$ cat config.mk
export PLATFORM = sky130hd
export DESIGN_NAME = hbds_top
export DESIGN_NICKNAME = d
export VERILOG_FILES = /design/src/hbds_top.v /design/src/hbds_sync.v /design/src/hbds_deadtime.v
export VERILOG_INCLUDE_DIRS = /design/src
export SDC_FILE = /design/constraint.sdc
export NUM_CORES = 1
export LEC_CHECK = 0
export BUFFER_PORTS_ARGS = -buffer_cell sky130_fd_sc_hd__buf_4
export CORE_UTILIZATION = 50
export CTS_BUF_LIST = sky130_fd_sc_hd__clkbuf_8 sky130_fd_sc_hd__clkbuf_16
export CTS_CLUSTER_SIZE = 28
export DETAILED_ROUTE_END_ITERATION = 16
export PLACE_DENSITY = 0.75
export SLEW_MARGIN = 20
export SYNTH_ARGS = -nofsm -noshare
export SYNTH_HDL_FRONTEND = slang
export SYNTH_HIERARCHICAL = 1
export SYNTH_SLANG_ARGS = --single-unit
export TNS_END_PERCENT = 5
$ cat constraint.sdc
create_clock -name clk -period 3.6 [get_ports clk]
set_clock_uncertainty 0.2 [all_clocks]
set_input_delay 0.72 -clock clk [delete_from_list [all_inputs] [get_ports clk]]
set_output_delay 0.72 -clock clk [all_outputs]
set_load 0.01 [all_outputs]
$ cat src/hbds_defines.vh
/*
 Timing and register constants for the H-bridge drive sequencer.
 Assumes a 125 MHz system clock and an AXI4-Lite register bus.
*/
`ifndef HBDS_DEFINES_VH
`define HBDS_DEFINES_VH
// ----------------------------------------
// Clock and timing
// ----------------------------------------
`define HBDS_CLK_MHZ 125
`define HBDS_WDOG_US 55
// Sync, edge detect and output stages taken off the limit
`define HBDS_WDOG_LAT 8
`define HBDS_WDOG_CYC (`HBDS_WDOG_US * `HBDS_CLK_MHZ - `HBDS_WDOG_LAT)
`define HBDS_DEAD_NS 20
`define HBDS_DEAD_CYC ((`HBDS_DEAD_NS * `HBDS_CLK_MHZ + 999) / 1000)
`define HBDS_OSC_DIV_DEF 625
// ----------------------------------------
// Register byte addresses
// ----------------------------------------
`define HBDS_ADDR_CTRL 4'h0
`define HBDS_ADDR_STAT 4'h4
`define HBDS_ADDR_IRQ 4'h8
`define HBDS_ADDR_MASK 4'hc
// ----------------------------------------
// Field positions
// ----------------------------------------
`define HBDS_CTRL_EN 0
`define HBDS_ST_RUN 0
`define HBDS_ST_WDOG 1
`define HBDS_ST_MODE 2
`define HBDS_ST_UV 3
`define HBDS_ST_OT 4
`define HBDS_EV_WDOG 0
`define HBDS_EV_UV 1
`define HBDS_EV_OT 2
`define HBDS_EV_STOP 3
`define HBDS_EV_W 4
`define HBDS_RESP_OKAY 2'h0
`define HBDS_RESP_SLVERR 2'h2
`endif

$ cat src/hbds_top.v
/*
 H-bridge drive sequencer top: clock select, divide-by-two, watchdog,
 protection and AXI4-Lite registers.
 Assumes mode, clock pin, undervoltage and overtemperature are async pins.
*/
// Notes on behaviour
// - Mode high uses internal oscillator; mode low uses clock pin.
// - External clock divided by two in a toggle flop, 50% duty.
// - External mode phase changes only on clock pin rising edges.
// - Drive phase always from a divide-by-two stage, fixed 50% duty.
// - With mode low, watchdog disables bridge when clock pin is static over 55 us.
// - After watchdog stop, next clock pin rising edge resumes switching.
// - Mode low in oscillator mode stops switching within 55 us.
// - Disabled device resumes on mode high or clock toggling again.
// - Undervoltage indication keeps the bridge disabled.
// - Overtemperature indication disables; its release (hysteresis) re-enables.
// - Break-before-make: both legs off before the opposite turns on.
`timescale 1ns/1ps
`include "hbds_defines.vh"
module hbds_top
#(
    parameter WDOG_CYC = `HBDS_WDOG_CYC,
    parameter OSC_DIV = `HBDS_OSC_DIV_DEF
)
(
    input wire clk,
    input wire rst,
    input wire mode_pin,
    input wire clock_or_rate_pin,
    input wire uvlo_pin,
    input wire overtemp_pin,
    output reg drive_out_a,
    output reg drive_out_b,
    output reg irq,
    input wire [3:0] s_axi_awaddr,
    input wire s_axi_awvalid,
    output reg s_axi_awready,
    input wire [31:0] s_axi_wdata,
    input wire [3:0] s_axi_wstrb,
    input wire s_axi_wvalid,
    output reg s_axi_wready,
    output reg [1:0] s_axi_bresp,
    output reg s_axi_bvalid,
    input wire s_axi_bready,
    input wire [3:0] s_axi_araddr,
    input wire s_axi_arvalid,
    output reg s_axi_arready,
    output reg [31:0] s_axi_rdata,
    output reg [1:0] s_axi_rresp,
    output reg s_axi_rvalid,
    input wire s_axi_rready
);
    // ----------------------------------------
    // Pin synchronisers
    // ----------------------------------------
    wire mode_s;
    wire ck_s;
    wire uv_s;
    wire ot_s;
    hbds_sync u_sync_mode (.clk(clk), .rst(rst), .async_in(mode_pin), .sync_out(mode_s));
    hbds_sync u_sync_ck (.clk(clk), .rst(rst), .async_in(clock_or_rate_pin), .sync_out(ck_s));
    hbds_sync u_sync_uv (.clk(clk), .rst(rst), .async_in(uvlo_pin), .sync_out(uv_s));
    hbds_sync u_sync_ot (.clk(clk), .rst(rst), .async_in(overtemp_pin), .sync_out(ot_s));

    // ----------------------------------------
    // Registers
    // ----------------------------------------
    reg ctrl_en;
    reg [`HBDS_EV_W-1:0] irq_stat;
    reg [`HBDS_EV_W-1:0] irq_mask;
    reg [15:0] osc_div;

    // ----------------------------------------
    // Edge detect and internal oscillator enable
    // ----------------------------------------
    reg ck_d;
    reg [15:0] osc_cnt;
    reg osc_tick;
    wire ck_rise = ck_s & ~ck_d;
    wire ck_edge = ck_s ^ ck_d;
    always @(posedge clk)
    begin
        if (rst)
        begin
            ck_d <= 1'b0;
            osc_cnt <= 16'h0000;
            osc_tick <= 1'b0;
        end
        else
        begin
            ck_d <= ck_s;
            osc_tick <= 1'b0;
            if (osc_cnt >= osc_div - 16'h0001)
            begin
                osc_cnt <= 16'h0000;
                osc_tick <= 1'b1;
            end
            else
            begin
                osc_cnt <= osc_cnt + 16'h0001;
            end
        end
    end

    // ----------------------------------------
    // Watchdog and disable
    // ----------------------------------------
    reg [31:0] wdog_cnt;
    reg wdog_trip;
    always @(posedge clk)
    begin
        if (rst)
        begin
            wdog_cnt <= 32'h00000000;
            wdog_trip <= 1'b0;
        end
        else if (mode_s || ck_edge)
        begin
            wdog_cnt <= 32'h00000000;
            if (mode_s || ck_rise)
            begin
                wdog_trip <= 1'b0;
            end
        end
        else if (wdog_cnt >= WDOG_CYC - 1)
        begin
            wdog_trip <= 1'b1;
        end
        else
        begin
            wdog_cnt <= wdog_cnt + 32'h00000001;
        end
    end

    // Mode low with no clock edges trips the same watchdog, stopping within the bound
    wire run = ctrl_en & ~wdog_trip & ~uv_s & ~ot_s;

    // ----------------------------------------
    // Divide-by-two phase
    // ----------------------------------------
    reg phase;
    wire step = mode_s ? osc_tick : ck_rise;
    always @(posedge clk)
    begin
        if (rst)
        begin
            phase <= 1'b0;
        end
        else if (run && step)
        begin
            phase <= ~phase;
        end
    end

    wire leg_a;
    wire leg_b;
    hbds_deadtime u_dead (.clk(clk), .rst(rst), .phase(phase), .enable(run), .out_a(leg_a), .out_b(leg_b));

    // ----------------------------------------
    // Events and outputs
    // ----------------------------------------
    reg run_d;
    reg wdog_d;
    reg uv_d;
    reg ot_d;
    wire [`HBDS_EV_W-1:0] ev;
    assign ev = {run_d & ~run, ot_s & ~ot_d, uv_s & ~uv_d, wdog_trip & ~wdog_d};
    wire wr_fire;
    wire [`HBDS_EV_W-1:0] clr = (wr_fire && s_axi_awaddr == `HBDS_ADDR_IRQ && s_axi_wstrb[0]) ?
        s_axi_wdata[`HBDS_EV_W-1:0] : {`HBDS_EV_W{1'b0}};
    always @(posedge clk)
    begin
        if (rst)
        begin
            run_d <= 1'b0;
            wdog_d <= 1'b0;
            uv_d <= 1'b0;
            ot_d <= 1'b0;
            irq_stat <= {`HBDS_EV_W{1'b0}};
            irq <= 1'b0;
            drive_out_a <= 1'b0;
            drive_out_b <= 1'b0;
        end
        else
        begin
            run_d <= run;
            wdog_d <= wdog_trip;
            uv_d <= uv_s;
            ot_d <= ot_s;
            irq_stat <= (irq_stat & ~clr) | ev;
            irq <= |(irq_stat & irq_mask);
            drive_out_a <= leg_a;
            drive_out_b <= leg_b;
        end
    end

    // ----------------------------------------
    // AXI4-Lite slave
    // ----------------------------------------
    assign wr_fire = s_axi_awvalid & s_axi_wvalid & ~s_axi_bvalid & ~s_axi_awready;
    always @(posedge clk)
    begin
        if (rst)
        begin
            s_axi_awready <= 1'b0;
            s_axi_wready <= 1'b0;
            s_axi_bvalid <= 1'b0;
            s_axi_bresp <= `HBDS_RESP_OKAY;
            ctrl_en <= 1'b1;
            irq_mask <= {`HBDS_EV_W{1'b0}};
            osc_div <= OSC_DIV[15:0];
        end
        else
        begin
            s_axi_awready <= wr_fire;
            s_axi_wready <= wr_fire;
            if (s_axi_bvalid && s_axi_bready)
            begin
                s_axi_bvalid <= 1'b0;
            end
            if (wr_fire)
            begin
                s_axi_bvalid <= 1'b1;
                s_axi_bresp <= `HBDS_RESP_OKAY;
                case (s_axi_awaddr)
                    `HBDS_ADDR_CTRL:
                    begin
                        if (s_axi_wstrb[0])
                        begin
                            ctrl_en <= s_axi_wdata[`HBDS_CTRL_EN];
                        end
                    end
                    `HBDS_ADDR_MASK:
                    begin
                        if (s_axi_wstrb[0])
                        begin
                            irq_mask <= s_axi_wdata[`HBDS_EV_W-1:0];
                        end
                    end
                    `HBDS_ADDR_STAT:
                    begin
                        if (s_axi_wstrb[0])
                        begin
                            osc_div[7:0] <= s_axi_wdata[7:0];
                        end
                        if (s_axi_wstrb[1])
                        begin
                            osc_div[15:8] <= s_axi_wdata[15:8];
                        end
                    end
                    `HBDS_ADDR_IRQ:
                    begin
                        s_axi_bresp <= `HBDS_RESP_OKAY;
                    end
                    default:
                    begin
                        s_axi_bresp <= `HBDS_RESP_SLVERR;
                    end
                endcase
            end
        end
    end

    wire rd_fire = s_axi_arvalid & ~s_axi_rvalid & ~s_axi_arready;
    always @(posedge clk)
    begin
        if (rst)
        begin
            s_axi_arready <= 1'b0;
            s_axi_rvalid <= 1'b0;
            s_axi_rdata <= 32'h00000000;
            s_axi_rresp <= `HBDS_RESP_OKAY;
        end
        else
        begin
            s_axi_arready <= rd_fire;
            if (s_axi_rvalid && s_axi_rready)
            begin
                s_axi_rvalid <= 1'b0;
            end
            if (rd_fire)
            begin
                s_axi_rvalid <= 1'b1;
                s_axi_rresp <= `HBDS_RESP_OKAY;
                case (s_axi_araddr)
                    `HBDS_ADDR_CTRL:
                    begin
                        s_axi_rdata <= {31'h00000000, ctrl_en};
                    end
                    `HBDS_ADDR_STAT:
                    begin
                        s_axi_rdata <= {osc_div, 11'h000, ot_s, uv_s, mode_s, wdog_trip, run};
                    end
                    `HBDS_ADDR_IRQ:
                    begin
                        s_axi_rdata <= {28'h0000000, irq_stat};
                    end
                    `HBDS_ADDR_MASK:
                    begin
                        s_axi_rdata <= {28'h0000000, irq_mask};
                    end
                    default:
                    begin
                        s_axi_rdata <= 32'h00000000;
                        s_axi_rresp <= `HBDS_RESP_SLVERR;
                    end
                endcase
            end
        end
    end
endmodule // hbds_top

$ cat src/hbds_sync.v
/*
 Two-flop synchroniser for one asynchronous level.
 Assumes the input is a pin outside the clk domain.
*/
`timescale 1ns/1ps
module hbds_sync
(
    input wire clk,
    input wire rst,
    input wire async_in,
    output reg sync_out
);
    reg stage1;
    always @(posedge clk)
    begin
        if (rst)
        begin
            stage1 <= 1'b0;
            sync_out <= 1'b0;
        end
        else
        begin
            stage1 <= async_in;
            sync_out <= stage1;
        end
    end
endmodule // hbds_sync

$ cat src/hbds_deadtime.v
/*
 Break-before-make output stage for the two drive legs.
 Assumes phase and enable come from logic on clk.
*/
`timescale 1ns/1ps
`include "hbds_defines.vh"
module hbds_deadtime
#(
    parameter DEAD_CYC = `HBDS_DEAD_CYC
)
(
    input wire clk,
    input wire rst,
    input wire phase,
    input wire enable,
    output reg out_a,
    output reg out_b
);
    reg [7:0] dead_cnt;
    reg last_phase;
    reg last_en;
    always @(posedge clk)
    begin
        if (rst)
        begin
            out_a <= 1'b0;
            out_b <= 1'b0;
            dead_cnt <= 8'h00;
            last_phase <= 1'b0;
            last_en <= 1'b0;
        end
        else
        begin
            last_phase <= phase;
            last_en <= enable;
            if (!enable)
            begin
                out_a <= 1'b0;
                out_b <= 1'b0;
                dead_cnt <= 8'h00;
            end
            else if (phase != last_phase || !last_en)
            begin
                out_a <= 1'b0;
                out_b <= 1'b0;
                dead_cnt <= DEAD_CYC[7:0];
            end
            else if (dead_cnt > 8'h01)
            begin
                dead_cnt <= dead_cnt - 8'h01;
            end
            else
            begin
                dead_cnt <= 8'h00;
                out_a <= phase;
                out_b <= ~phase;
            end
        end
    end
endmodule // hbds_deadtime

# == Word-level counts from Yosys, hierarchy flattened ==
# Cells that the tools add are included.
# word_totals
inputBits,55
output_inout_bits,44
elab_cells,127
register_bits,143
# op_classes
order_cmp,3
muxes,15
n_eq_ne,8
add_sub_neg,4
reduce_logical,27
bitwise_logic,32
# op_table
operator,count
32-bit case mux with 4 select lines,1
"32-bit by 1-bit adder with 32-bit output, second input constant",1
"32-bit by 13-bit greater-or-equal comparator with 1-bit output, second input constant",1
"16-bit by 1-bit adder with 16-bit output, second input constant",1
"4-bit equality test, second input constant",4
16-bit greater-or-equal comparator,1
4-bit OR reduction,4
"16-bit by 1-bit subtractor with 16-bit output, second input constant",1
1-bit inverter,14
1-bit bitwise AND,13
3-bit AND reduction,4
1-bit 2-to-1 mux,9
4-bit bitwise AND,2
"4-bit by 3-bit equality test with 1-bit output, second input constant",2
"8-bit by 1-bit > comparator with 1-bit output, second input constant",1
4-bit zero test,2
2-bit 2-to-1 mux,4
"8-bit by 1-bit subtractor with 8-bit output, second input constant",1
2-bit nonzero test,3
2-bit OR reduction,3
1-bit logical AND,5
4-bit 2-to-1 mux,1
4-bit inverter,1
4-bit OR,1
other kinds (7),9

# == Longest topological paths before layout ==
# logic_depth
word_depth,9
mapped_depth,13
ltp_nobuf,12

# == By module ==
# Netlist, hierarchy kept.
# modules_own_cells
module,area_per_inst_um2,cells_each,n_inst,seq_area_each_um2
hbds_top,4882.2,529,1,2222.1
hbds_deadtime,546.8,60,1,240.2
hbds_sync,52.6,4,4,40.0

# == Worst setup path after synthesis ==
# Ideal clock, no wire load.
# synth_path
path_kind,flip-flop to flip-flop
start,register osc_div[0]
end,register osc_cnt[10]
t_required_ns,3.272
setup_ns,0.128
setup_slack_ns,0.183
t_arrival_ns,3.089
stages_incl_launch_ff,12
synth_period_minus_slack_ns,3.417
path_buffers,1
path_cell_list,dfxtp_1 or4_1 nor4_1 nand2_1 nor3_1 xnor2_1 ha_1 nand4_1 a2111o_1 o21ai_1 clkbuf_1 nor2_1
# synth_via
elab_chain_len,3
# synth_lines
element,line_no,rtl
from (decl),hbds_top.v:71,reg [15:0] osc_div;
from (signal assigned),hbds_top.v:211,osc_div <= OSC_DIV[15:0];
from (signal assigned),hbds_top.v:244,osc_div[7:0] <= s_axi_wdata[7:0];
16-bit by 1-bit subtractor with 16-bit output,hbds_top.v:93,if (osc_cnt >= osc_div - 16'h0001)
16-bit greater-or-equal comparator,hbds_top.v:93,
2-bit OR reduction (no source line),n/a,
to (signal assigned),hbds_top.v:100,osc_cnt <= osc_cnt + 16'h0001;
to (decl),hbds_top.v:77,reg [15:0] osc_cnt;
# Every way passes these cells.
# A chain may end at the register's enable or synchronous reset.

# == Worst setup path in the final report ==
# layout_path
start,register osc_div[0]
end,register osc_cnt[1]
# Same word-level chain as after synthesis.

==> flow_summary_export.csv <==
group,metric,value,unit
run_status,status,"complete, no violations",
logic_synthesis,synth-seq-area-share,46.51,%
sta,fin_crit_sh,94.14,%
grt,grt.total_usage,22.17,%
sta,whs,243.8,ps
cells_and_area,diodes,0,
clocking,clock_latency,410,ps
power,p_leak,0.002944,uW
cells_and_area,multi_input_area,2781,um2
placed_design,dpl_cell_area,6226,um2
critical_path,cp.arrival,3490,ps
worst_hold_path,hp-class,"reg2reg",
routing,drc,0,
clocking,cts_tree,"built",
logic_synthesis,synthArstFlopShare,0,%
logic_synthesis,synth_cell_types,60,
sta,maxSlewViolCount,0,
logic_synthesis,synth-compound-area-share,11.45,%
placed_design,gp_congestion,0.8333,
logic_synthesis,ys_ff_latch,131,
critical_path,path_cells,"or4_1, nor4_1, buf_4, nand2_1, nor2_1, xnor2_1, ha_1, nand4_1, a2111o_1, or2_2, and3_1",
cells_and_area,area_delta_synth_final,21.85,%
logic_synthesis,synth_top_area_share,46.51,%
logic_synthesis,synth_fa_ha_area_share,5.103,%
placed_design,dp_hpwl,8351,um
sta,finalSetupTns,0,ps
sta,fmax,0.2951,GHz
logic_synthesis,synth-edff-count,0,
routing,drtAntennaViolNets,0,
sta,fin_crit,3389,ps
die,core,10940,um2
cells_and_area,final_common_cell,"dfxtp_1",
logic_synthesis,synth_ff_type,"dfxtp_1",
placed_design,port_buffers,67,
critical_path,reg2reg_setup_slack,210,ps
critical_path,critPathMaxFanout,5,
logic_synthesis,synth_top_area_cell,"dfxtp_1",
die,dieArea,11710,um2
cells_and_area,most-common-layout-cells,"dfxtp_1 (131), nor2_1 (89), buf_4 (75)",
critical_path,critPathCaptureType,"flip-flop",
routing,viasPerCell,5.426,
die,num_rows,38,
die,die_w,108.2,um
critical_path,cp_slowest_cell,"or4_1",
logic_synthesis,synth_top_family_by_area,"simple AND/OR/NAND/NOR gates",
cells_and_area,final_nets,752,
grt,grt_pass1_vias,4311,
cells_and_area,drive_above_1_share,18.05,%
clocking,cts_htree_levels,4,
clocking,numClockSinks,131,
cells_and_area,fillers,871,
logic_synthesis,synth_xor_area_share,4.970,%
routing,drt_wl_total,12030,um
logic_synthesis,synth_area,5639,um2
clocking,cts_buffer_depth,2,
critical_path,start_kind,"flip-flop",
clocking,ctsRootBufferMaster,"clkbuf_16",
sta,worst_pin_slew,639.8,ps
die,ioPinCount,99,
power,p_per_area,517.7,nW/um2
critical_path,critPathRequiredTime,3700,ps
logic_synthesis,synth.avg_cell_area,9.321,um2
routing,routedWlPerCell,14.55,um
critical_path,crit_family,"simple AND/OR/NAND/NOR gates",
logic_synthesis,synthCells,605,
routing,dr.pass1.iters,4,
grt,antenna_found_initial,0,
grt,overflow,0,
critical_path,path_buf_inv,1,
critical_path,criticalPathCategory,"reg2reg",
clocking,postCtsHoldBufs,0,
sta,setup_viol,0,
sta,max_slew_margin,57.22,%
logic_synthesis,synth.area.top_cells,"dfxtp_1 (47%), nor2_1 (5.9%), ha_1 (5.1%), mux2i_1 (3.7%), xnor2_1 (3.4%)",
cells_and_area,seqCellArea,2623,um2
clocking,post_cts_buffers,0,
logic_synthesis,synthMuxAreaShare,4.726,%
sta,rsz0062_at_grt,"false",
flow_run,maxCapViolations,0,
grt,grt_max_degree,50,
power,vdd_ir_drop_max,0.0002860,V
routing,dr.first_iter.drc_count,259,
clocking,numCtsBuffers,17,
die,die_height,108.2,um
logic_synthesis,yosysWarnings,6,
logic_synthesis,synth-simple-area-share,22.03,%
critical_path,slowest_delay,570,ps
grt,grt_pass1_wl,20060,um
die,start_util,51.57,%
clocking,path_clk_slew,60,ps
power,power,3557,uW
cells_and_area,postLayoutCellArea,6872,um2
sta,hold_viol,0,
routing,vias,4487,
-- per-layer routing --
metal	track usage (%)	routed length, um	vias up
li1	-	-	2226
met1	27.37	5528	2131
met2	36.49	5745	120
met3	6.148	648	10
met4	8.806	110	0
met5	0	0	-
-- final cells by class --
class,count,area share [%]
Inverter,25,1.366
Multi-Input combinational cell,424,40.48
Tap cell,140,2.549
Clock inverter,13,2.658
Timing Repair Buffer,75,8.194
Sequential cell,131,38.16
Clock buffer,19,6.591
-- path summary, 6_finish.rpt --
kind                    startpoint  cells past startpoint                 end
setup / recovery        osc_div[0]                     11          osc_cnt[1]
hold / removal    u_sync_ck/stage1                      1  u_sync_ck/sync_out
setup reg to reg        osc_div[0]                     11          osc_cnt[1]
hold reg to reg   u_sync_ck/stage1                      1  u_sync_ck/sync_out
-- what timing repair did --
action / CTS / global route
setup endpoints to repair: 0 / 9
resized for setup: 0 / 2
hold endpoints to repair: 0 / 0
-- logic make-up after synthesis --
logic type / Yosys count
AO/OA/AOI/OAI: 94
XOR/XNOR: 32
adder cells (fa/ha/maj): 23
buffers and inverters: 62
flip-flops: 131
multiplexers: 25
other: 1
AND/OR/NAND/NOR: 237
-- synth_stat cells, drive strengths merged (17+ instances only) --
library cell	number
a22oi	24
buf	18
clkbuf	19
ha	23
a21oi	30
mux2i	21
inv	25
and3	26
nor2b	18
nand2	23
nand3	17
xnor2	22
nor2	89
dfxtp	131
-- worst reg2reg max path, delay by kind of cell, from the launching register on --
family | cells | cell delay, ps
XOR/XNOR | 1 | 80
flip-flops | 1 | 340
AND/OR/NAND/NOR | 7 | 1720
buffers and inverters | 1 | 180
AO/OA/AOI/OAI | 1 | 430
adder cells (fa/ha/maj) | 1 | 330
-- state kept, by name, summed over array words and instances (netlist names), 4 cells and up --
name             flops
wdog_cnt            32
s_axi_rdata         21
osc_cnt             16
osc_div             16
u_dead/dead_cnt      8
irq_mask             4
irq_stat             4
-- metrics by stage --
| step | utilization, % | setup slack, ps | cells |
|---|---|---|---|
| 4_1_cts | 62.75 | 166.4 | 827 |
| 5_1_grt | 62.84 | 47.76 | 827 |
| 3_3_place_gp | 56.93 | 304.4 | 795 |
| 2_1_floorplan | - | 183.3 | 617 |
| 3_5_place_dp | 56.93 | 201.1 | 795 |
| 6_report | 62.84 | 210.8 | 827 |
-- power by group --
part / internal (uW) / switching, uW
Combinational: 104 / 121
Clock: 1190 / 633
Sequential: 1480 / 27.3
Total: 2780 / 781
Power figures use the tool's default switching activity.
